===== config.mk =====
export PLATFORM = sky130hd
export DESIGN_NAME = rx_irq_ctrl
export DESIGN_NICKNAME = d
export VERILOG_FILES = /design/src/shared/rx_irq_pkg.sv /design/src/rtl/rx_irq_ctrl.sv
export VERILOG_INCLUDE_DIRS = /design/src /design/src/shared
export SDC_FILE = /design/constraint.sdc
export NUM_CORES = 1
export LEC_CHECK = 0
export ABC_AREA = 1
export BUFFER_PORTS_ARGS = -buffer_cell sky130_fd_sc_hd__buf_2
export CORE_MARGIN = 4
export CORE_UTILIZATION = 40
export CTS_CLUSTER_SIZE = 24
export DETAILED_ROUTE_END_ITERATION = 10
export HOLD_SLACK_MARGIN = 0.1
export PLACE_DENSITY_LB_ADDON = 0.12
export SYNTH_ARGS = -nofsm -noshare
export SYNTH_HDL_FRONTEND = slang
export SYNTH_SLANG_ARGS = --single-unit

===== constraint.sdc =====
create_clock -name i_clock -period 3.5 [get_ports i_clock]
set_clock_uncertainty 0.2 [all_clocks]
set_input_delay 0.175 -clock i_clock [delete_from_list [all_inputs] [get_ports i_clock]]
set_output_delay 0.175 -clock i_clock [all_outputs]
set_load 0.02 [all_outputs]

===== src/shared/rx_irq_defines.svh =====
// Purpose: register offsets, field positions and reset values
// Assumes: byte-wide register port, offsets as printed
// Notes:   definitions only, no logic
`ifndef RX_IRQ_DEFINES_SVH
`define RX_IRQ_DEFINES_SVH

// ****************************************************************
// register offsets
// ****************************************************************
`define ADDR_CONFIG        6'h05
`define ADDR_SERDES_CTL    6'h06
`define ADDR_RX_INT_EN     6'h07
`define ADDR_RX_INT_STAT   6'h08
`define ADDR_RX_DATA_A     6'h09
`define ADDR_RX_DATA_B     6'h0b

// ****************************************************************
// reset values and writable masks
// ****************************************************************
`define RST_CONFIG         8'h01
`define RST_SERDES_CTL     8'h03
`define RST_RX_INT_EN      8'h00
`define MASK_CONFIG        8'h1b
`define MASK_SERDES_CTL    8'h0f

// ****************************************************************
// field positions
// ****************************************************************
`define EOF_LEN_MSB        2
`define EOF_LEN_LSB        0
`define IRQ_SEL_MSB        1
`define IRQ_SEL_LSB        0
// per-channel nibble in enable and status registers
`define BIT_FULL           0
`define BIT_EOF            1
`define BIT_FLOW           2
`define BIT_UNDER          3
`define BIT_VALID          3
`define BITS_PER_CHAN      4

// ****************************************************************
// interrupt pin drive codes
// ****************************************************************
`define IRQ_OPEN_DRAIN     2'h3
`define IRQ_OPEN_SOURCE    2'h2
`define IRQ_PUSH_HIGH      2'h1
`define IRQ_PUSH_LOW       2'h0

`endif


===== src/shared/rx_irq_pkg.sv =====
// Purpose: shared types of the receive interrupt block
// Assumes: two receive channels, index 0 is A and 1 is B
// Notes:   constants live in rx_irq_defines.svh
package rx_irq_pkg;
  typedef logic [7:0] byte_t;
  typedef logic [5:0] reg_addr_t;
  typedef logic [1:0] chan_vec_t;
  typedef logic [2:0] bit_cnt_t;
  typedef logic [3:0] gap_cnt_t;
endpackage : rx_irq_pkg


===== src/rtl/rx_irq_ctrl.sv =====
// Purpose: receive data holding registers and interrupt gating
// Assumes: receivers give one strobe per bit time, valid or not
// Notes:   reads return data on the cycle after the read strobe
`timescale 1ns/1ps
`include "rx_irq_defines.svh"

module rx_irq_ctrl (
  input  wire logic                  i_clock,
  input  wire logic                  i_reset_n,
  input  wire rx_irq_pkg::reg_addr_t i_reg_addr,
  input  wire rx_irq_pkg::byte_t     i_reg_wdata,
  input  wire logic                  i_reg_write,
  input  wire logic                  i_reg_read,
  input  wire rx_irq_pkg::chan_vec_t i_rx_bit_strobe,
  input  wire rx_irq_pkg::chan_vec_t i_rx_bit_valid,
  input  wire rx_irq_pkg::chan_vec_t i_rx_bit_data,
  output logic                       o_reg_rdata_valid,
  output rx_irq_pkg::byte_t          o_reg_rdata,
  output logic                       o_irq,
  output logic                       o_irq_oe
);
  import rx_irq_pkg::*;

  // ****************************************************************
  // control registers
  // ****************************************************************
  byte_t     config_q;
  byte_t     serdes_ctl_q;
  byte_t     int_en_q;
  logic      [2:0] eof_len;
  logic      [1:0] irq_sel;

  assign eof_len = serdes_ctl_q[`EOF_LEN_MSB:`EOF_LEN_LSB];
  assign irq_sel = config_q[`IRQ_SEL_MSB:`IRQ_SEL_LSB];

  // reserved bits are masked so they always read back as zero
  always_ff @(posedge i_clock or negedge i_reset_n) begin
    if (!i_reset_n) begin
      config_q     <= `RST_CONFIG;
      serdes_ctl_q <= `RST_SERDES_CTL;
      int_en_q     <= `RST_RX_INT_EN;
    end else if (i_reg_write) begin
      if (i_reg_addr == `ADDR_CONFIG) begin
        config_q <= i_reg_wdata & `MASK_CONFIG;
      end
      if (i_reg_addr == `ADDR_SERDES_CTL) begin
        serdes_ctl_q <= i_reg_wdata & `MASK_SERDES_CTL;
      end
      if (i_reg_addr == `ADDR_RX_INT_EN) begin
        int_en_q <= i_reg_wdata;
      end
    end
  end

  // ****************************************************************
  // per-channel receive assembly and condition flags
  // ****************************************************************
  byte_t     shift_q   [2];
  byte_t     data_q    [2];
  bit_cnt_t  bit_cnt_q [2];
  gap_cnt_t  gap_q     [2];
  chan_vec_t seen_q;
  chan_vec_t full_q;
  chan_vec_t eof_q;
  chan_vec_t over_q;
  chan_vec_t under_q;
  chan_vec_t valid_ev;
  chan_vec_t invalid_ev;
  chan_vec_t eof_ev;
  chan_vec_t byte_done;
  chan_vec_t load;
  chan_vec_t data_rd;
  logic      stat_rd;

  // data register address of a channel
  function automatic reg_addr_t data_addr(input int unsigned ch);
    data_addr = (ch == 0) ? `ADDR_RX_DATA_A : `ADDR_RX_DATA_B;
  endfunction : data_addr

  assign stat_rd = i_reg_read && (i_reg_addr == `ADDR_RX_INT_STAT);

  for (genvar c = 0; c < 2; c++) begin : g_chan
    gap_cnt_t gap_next;
    byte_t    load_val;

    // gap counts only once a frame has begun with a valid bit
    assign valid_ev[c]   = i_rx_bit_strobe[c] && i_rx_bit_valid[c];
    assign invalid_ev[c] = i_rx_bit_strobe[c] && !i_rx_bit_valid[c]
                           && seen_q[c];
    assign gap_next      = gap_q[c] + 4'h1;
    // count must exceed the length, so length zero fires at once
    assign eof_ev[c]     = invalid_ev[c]
                           && (gap_next > {1'b0, eof_len});
    assign byte_done[c]  = valid_ev[c] && (bit_cnt_q[c] == 3'h7);
    // a partial byte is pushed out at end of frame
    assign load[c]       = byte_done[c]
                           || (eof_ev[c] && (bit_cnt_q[c] != 3'h0));
    assign load_val      = byte_done[c]
                           ? {shift_q[c][6:0], i_rx_bit_data[c]}
                           : shift_q[c];
    assign data_rd[c]    = i_reg_read && (i_reg_addr == data_addr(c));

    // bit assembly, msb first
    always_ff @(posedge i_clock or negedge i_reset_n) begin
      if (!i_reset_n) begin
        shift_q[c]   <= 8'h00;
        bit_cnt_q[c] <= 3'h0;
        gap_q[c]     <= 4'h0;
        seen_q[c]    <= 1'b0;
      end else if (valid_ev[c]) begin
        // a finished byte leaves no stale bits for a later partial one
        shift_q[c]   <= byte_done[c] ? 8'h00
                                     : {shift_q[c][6:0], i_rx_bit_data[c]};
        bit_cnt_q[c] <= bit_cnt_q[c] + 3'h1;
        gap_q[c]     <= 4'h0;
        seen_q[c]    <= 1'b1;
      end else if (eof_ev[c]) begin
        shift_q[c]   <= 8'h00;
        bit_cnt_q[c] <= 3'h0;
        gap_q[c]     <= 4'h0;
        seen_q[c]    <= 1'b0;
      end else if (invalid_ev[c]) begin
        gap_q[c]     <= gap_next;
      end
    end

    // holding register; a load in the read cycle keeps it full
    always_ff @(posedge i_clock or negedge i_reset_n) begin
      if (!i_reset_n) begin
        data_q[c] <= 8'h00;
        full_q[c] <= 1'b0;
      end else if (load[c]) begin
        data_q[c] <= load_val;
        full_q[c] <= 1'b1;
      end else if (data_rd[c]) begin
        full_q[c] <= 1'b0;
      end
    end

    // sticky flags: a set in the clearing cycle wins
    always_ff @(posedge i_clock or negedge i_reset_n) begin
      if (!i_reset_n) begin
        eof_q[c]   <= 1'b0;
        over_q[c]  <= 1'b0;
        under_q[c] <= 1'b0;
      end else begin
        if (eof_ev[c]) begin
          eof_q[c] <= 1'b1;
        end else if (stat_rd) begin
          eof_q[c] <= 1'b0;
        end
        if (load[c] && full_q[c] && !data_rd[c]) begin
          over_q[c] <= 1'b1;
        end else if (stat_rd) begin
          over_q[c] <= 1'b0;
        end
        if (data_rd[c] && !full_q[c]) begin
          under_q[c] <= 1'b1;
        end else if (stat_rd) begin
          under_q[c] <= 1'b0;
        end
      end
    end
  end

  // ****************************************************************
  // interrupt gating and pin drive
  // ****************************************************************
  byte_t cond;
  logic  irq_active_d;
  logic  irq_active_q;

  // same bit order as the enable register: B in the upper nibble
  assign cond = {under_q[1], over_q[1], eof_q[1], full_q[1],
                 under_q[0], over_q[0], eof_q[0], full_q[0]};
  assign irq_active_d = |(cond & int_en_q);

  // pin levels are registered so the pin never glitches
  always_ff @(posedge i_clock or negedge i_reset_n) begin
    if (!i_reset_n) begin
      irq_active_q <= 1'b0;
      o_irq        <= 1'b0;
      o_irq_oe     <= 1'b1;
    end else begin
      irq_active_q <= irq_active_d;
      case (irq_sel)
        `IRQ_OPEN_DRAIN: begin
          o_irq    <= 1'b0;
          o_irq_oe <= irq_active_d;
        end
        `IRQ_OPEN_SOURCE: begin
          o_irq    <= 1'b1;
          o_irq_oe <= irq_active_d;
        end
        `IRQ_PUSH_HIGH: begin
          o_irq    <= irq_active_d;
          o_irq_oe <= 1'b1;
        end
        default: begin
          o_irq    <= !irq_active_d;
          o_irq_oe <= 1'b1;
        end
      endcase
    end
  end

  // ****************************************************************
  // register read port
  // ****************************************************************
  byte_t status;
  byte_t rd_mux;

  // status nibble per channel: valid, flow violation, eof, full
  assign status = {seen_q[1], over_q[1] | under_q[1], eof_q[1], full_q[1],
                   seen_q[0], over_q[0] | under_q[0], eof_q[0], full_q[0]};

  // unmapped offsets read as zero
  always_comb begin
    case (i_reg_addr)
      `ADDR_CONFIG:      rd_mux = config_q;
      `ADDR_SERDES_CTL:  rd_mux = serdes_ctl_q;
      `ADDR_RX_INT_EN:   rd_mux = int_en_q;
      `ADDR_RX_INT_STAT: rd_mux = status;
      `ADDR_RX_DATA_A:   rd_mux = data_q[0];
      `ADDR_RX_DATA_B:   rd_mux = data_q[1];
      default:           rd_mux = 8'h00;
    endcase
  end

  always_ff @(posedge i_clock or negedge i_reset_n) begin
    if (!i_reset_n) begin
      o_reg_rdata       <= 8'h00;
      o_reg_rdata_valid <= 1'b0;
    end else begin
      o_reg_rdata_valid <= i_reg_read;
      if (i_reg_read) begin
        o_reg_rdata <= rd_mux;
      end
    end
  end
endmodule : rx_irq_ctrl


==> results.yml <==
floorplan:
  ioPinCount: 35
  core_area_um2: 10300
  dieArea_um2: 12300
  initial_utilization_pct: 41.0
  fp.dieH_um: 111
  rows: 37
  die_x_um: 111
grt:
  grt_antenna_before_repair: 0
  grt_use_total_pct: 16.7
  grt_max_degree: 63
  grt_pass1_vias: 3388
  grt_pass1_wl_um: 16700
  overflow: 0
clock_network:
  cts-root-buf: "clkbuf_8"
  clock-sinks: 83
  cts_tree: "done"
  cts_resized: 0
  post-cts-setup-buffers: 0
  cts_buffer_depth: 2
  cts_made_buffers: 9
  clkSlewWorstSetupHoldPaths_ns: 0.08
  clk_latency_ns: 0.36
  h-tree-depth: 3
  postCtsHoldBufs: 20
setup_path:
  cpPeakStageDelay_ns: 0.42
  path_common_cell: "nand2_1"
  crit_chain: "ha_1, xnor2_1, inv_1, ha_1, a21oi_1, o21ai_0, nand2_1, nand2_1, nand2_1, nand3_1, o31ai_1"
  cp_max_fo: 13
  crit_buf_inv: 1
  critical_path_class: "flip-flop to flip-flop"
  crit_arrival_ns: 2.47
  cp-start-kind: "flip-flop"
  critPathSlowestCell: "dfrtp_1"
  crit_required_ns: 3.56
  crit_family: "simple AND/OR/NAND/NOR gates"
  cp-end-kind: "flip-flop"
power:
  swShare_pct: 33.2
  power.internal_mw: 1.89
  comb_power_share_pct: 24.5
  power.share.clock_pct: 27.8
  ir_drop_mv: 0.248
  leakage_nw: 2.57
  power-per-cell-area_nw_per_um2: 571
  switchingPower_mw: 0.941
  power_frac_seq_pct: 47.7
run:
  maxCapViolations: 0
sta:
  hold_violations: 0
  worst_slack_ns: 1.09
  rsz0062_at_grt: "no"
  max_freq_mhz: 416
  max_slew_margin_pct: 45.5
  fin_crit_sh_pct: 68.7
  setup_viol: 0
  maxSlewViolCount: 0
  min_period_ns: 2.41
  tightest_slew_ns: 0.817
  fin_setup_tns_ns: 0
synthesis:
  ys_async_sr_fraction_pct: 100
  synth.ff_latch_count: 83
  synthFlopType: "dfrtp_1"
  syn_avg_cell_area_um2: 8.40
  yosysSeqAreaShare_pct: 49.2
  synth_cell_types: 37
  synth_most_common_cell: "nand2_1"
  synth_top_area_cell: "dfrtp_1"
  ys_top_cells_by_area: "dfrtp_1, nand2_1, nand3_1"
  netlist.area_leader.share_pct: 46.7
  synth.net_count: 542
  netlist_area_um2: 4230
  synth-warning-count: 0
  postSynthCellCount: 504
  synth_common_cells: "nand2_1, dfrtp_1, nand3_1"
  synth_edf_count: 0
route:
  avgViaCountPerCell: 4.96
  via_count: 3472
  wl_per_cell_um: 13.8
  drt_iter0_markers: 188
  dr.pass1.iters: 4
  route.antenna.remaining_nets: 0
  drc: 0
  wl_um: 9690
cells_and_area:
  num-nets-final: 598
  antennaDiodeCount: 0
  syn2layout_area_growth_pct: 17.1
  final_util_pct: 48.0
  drive_above_1_share_pct: 16.8
placed_design:
  numPortBuffers: 34
  place.gp.congestion: 0.795
  dpl.hpwl_um: 7040
  pre_cts_slack_ns: 1.08
status:
  status: "complete, no violations"
min_path:
  hp-class: "input port to flip-flop"
worst paths after layout:
check / depth (start not counted) / slack [ns] / start / endpoint
max reg2reg: 11 / 1.09 / gap_q[0]$_DFFE_PN0P_ / shift_q[0]$_DFFE_PN0P_
min reg2reg: 2 / 0.28 / o_reg_rdata[6]$_DFFE_PN0P_ / o_reg_rdata[6]$_DFFE_PN0P_
min in group asynchronous: 2 / 0.22 / i_reset_n / config_q[1]$_DFFE_PN0P_
max in group asynchronous: 3 / 2.15 / i_reset_n / bit_cnt_q[2]$_DFFE_PN0P_
min: 4 / 0.11 / i_rx_bit_valid[1] / cond[4]$_DFFE_PN0P_
max: 11 / 1.09 / gap_q[0]$_DFFE_PN0P_ / shift_q[0]$_DFFE_PN0P_
state kept, by name, summed over array words and instances, names as in the netlist:
register	cells
cond	8
o_reg_rdata	8
o_reg_rdata_valid	1
config_q	4
bit_cnt_q	6
serdes_ctl_q	4
o_irq_oe	1
gap_q	8
seen_q	2
int_en_q	8
data_q	16
o_irq	1
shift_q	16
layer usage:
| layer | part of all wire [%] | vias up | global-route usage (%) |
|---|---|---|---|
| met4 | 2.2 | 0 | 5.83 |
| met1 | 50 | 1638 | 23.1 |
| met2 | 44 | 58 | 25.0 |
| li1 | - | 1761 | - |
| met3 | 4.4 | 15 | 4.86 |
| met5 | 0 | - | 0 |
layout make-up:
type	count	area, µm²
tap	136	170
sequential	83	2080
multi-input combinational	367	1930
fill	1022	5370
clock inverter	4	73.8
timing repair buffer	56	388
inverter	43	161
clock buffer	11	151
logic make-up after synthesis:
| logic type | after synthesis | share of synthesized area, % |
|---|---|---|
| AOI/OAI and AO/OA | 62 | 8.13 |
| xor gates and xnor gates | 4 | 0.828 |
| adders and majority gates | 14 | 4.14 |
| buffers and inverters | 54 | 5.17 |
| DFF | 83 | 49.2 |
| muxes | 5 | 1.60 |
| and+or+nand+nor | 282 | 30.9 |
power by group through the flow:
stage          clock (mW)  combinational (mW)  sequential [mW]
4_1_cts             0.812               0.704             1.35
3_5_place_dp            0               0.680             1.37
6_report            0.786               0.694             1.35
2_1_floorplan           0               0.505             1.33
5_1_grt             0.865               0.819             1.38
3_3_place_gp            0               0.669             1.36
layout by cell type, fill, tap and decap left out, types with 2 or more instances in the layout:
| master | instances |
|---|---|
| nand2_1 | 169 |
| dfrtp_1 | 79 |
| nand3_1 | 59 |
| inv_1 | 37 |
| o21ai_0 | 33 |
| buf_2 | 33 |
| dlygate4sd3_1 | 20 |
| nor2_1 | 17 |
| ha_1 | 14 |
| clkbuf_8 | 11 |
| o21ai_1 | 10 |
| a21oi_1 | 8 |
| nand2_2 | 7 |
| nand4_1 | 7 |
| inv_2 | 6 |
| nand2_4 | 6 |
| o21ai_2 | 5 |
| nor2_4 | 4 |
| nor3_1 | 4 |
| dfstp_2 | 4 |
| xor2_1 | 3 |
| mux2_4 | 3 |
| nor2_2 | 3 |
| buf_4 | 3 |
| mux2_2 | 2 |
| o22ai_1 | 2 |
| bufinv_16 | 2 |
worst reg2reg max path, cell delays in order (launching register included):
cell	delay (ns)
dfrtp_1	0.42
ha_1	0.23
xnor2_1	0.19
inv_1	0.06
ha_1	0.30
a21oi_1	0.12
o21ai_0	0.09
nand2_1	0.08
nand2_1	0.08
nand2_1	0.34
nand3_1	0.13
o31ai_1	0.09
through the flow:
step	std cells	hold WS, ns	total power, mW	area, µm²
after global placement	665	0.121	2.03	4530
after global routing	700	0.117	3.07	4960
after CTS	700	0.103	2.87	4960
final	700	0.106	2.83	4960
after detailed placement	665	0.118	2.05	4530
after floorplan	504	-0.321	1.83	4230
Note: power is estimated with default switching activity, not from simulation.
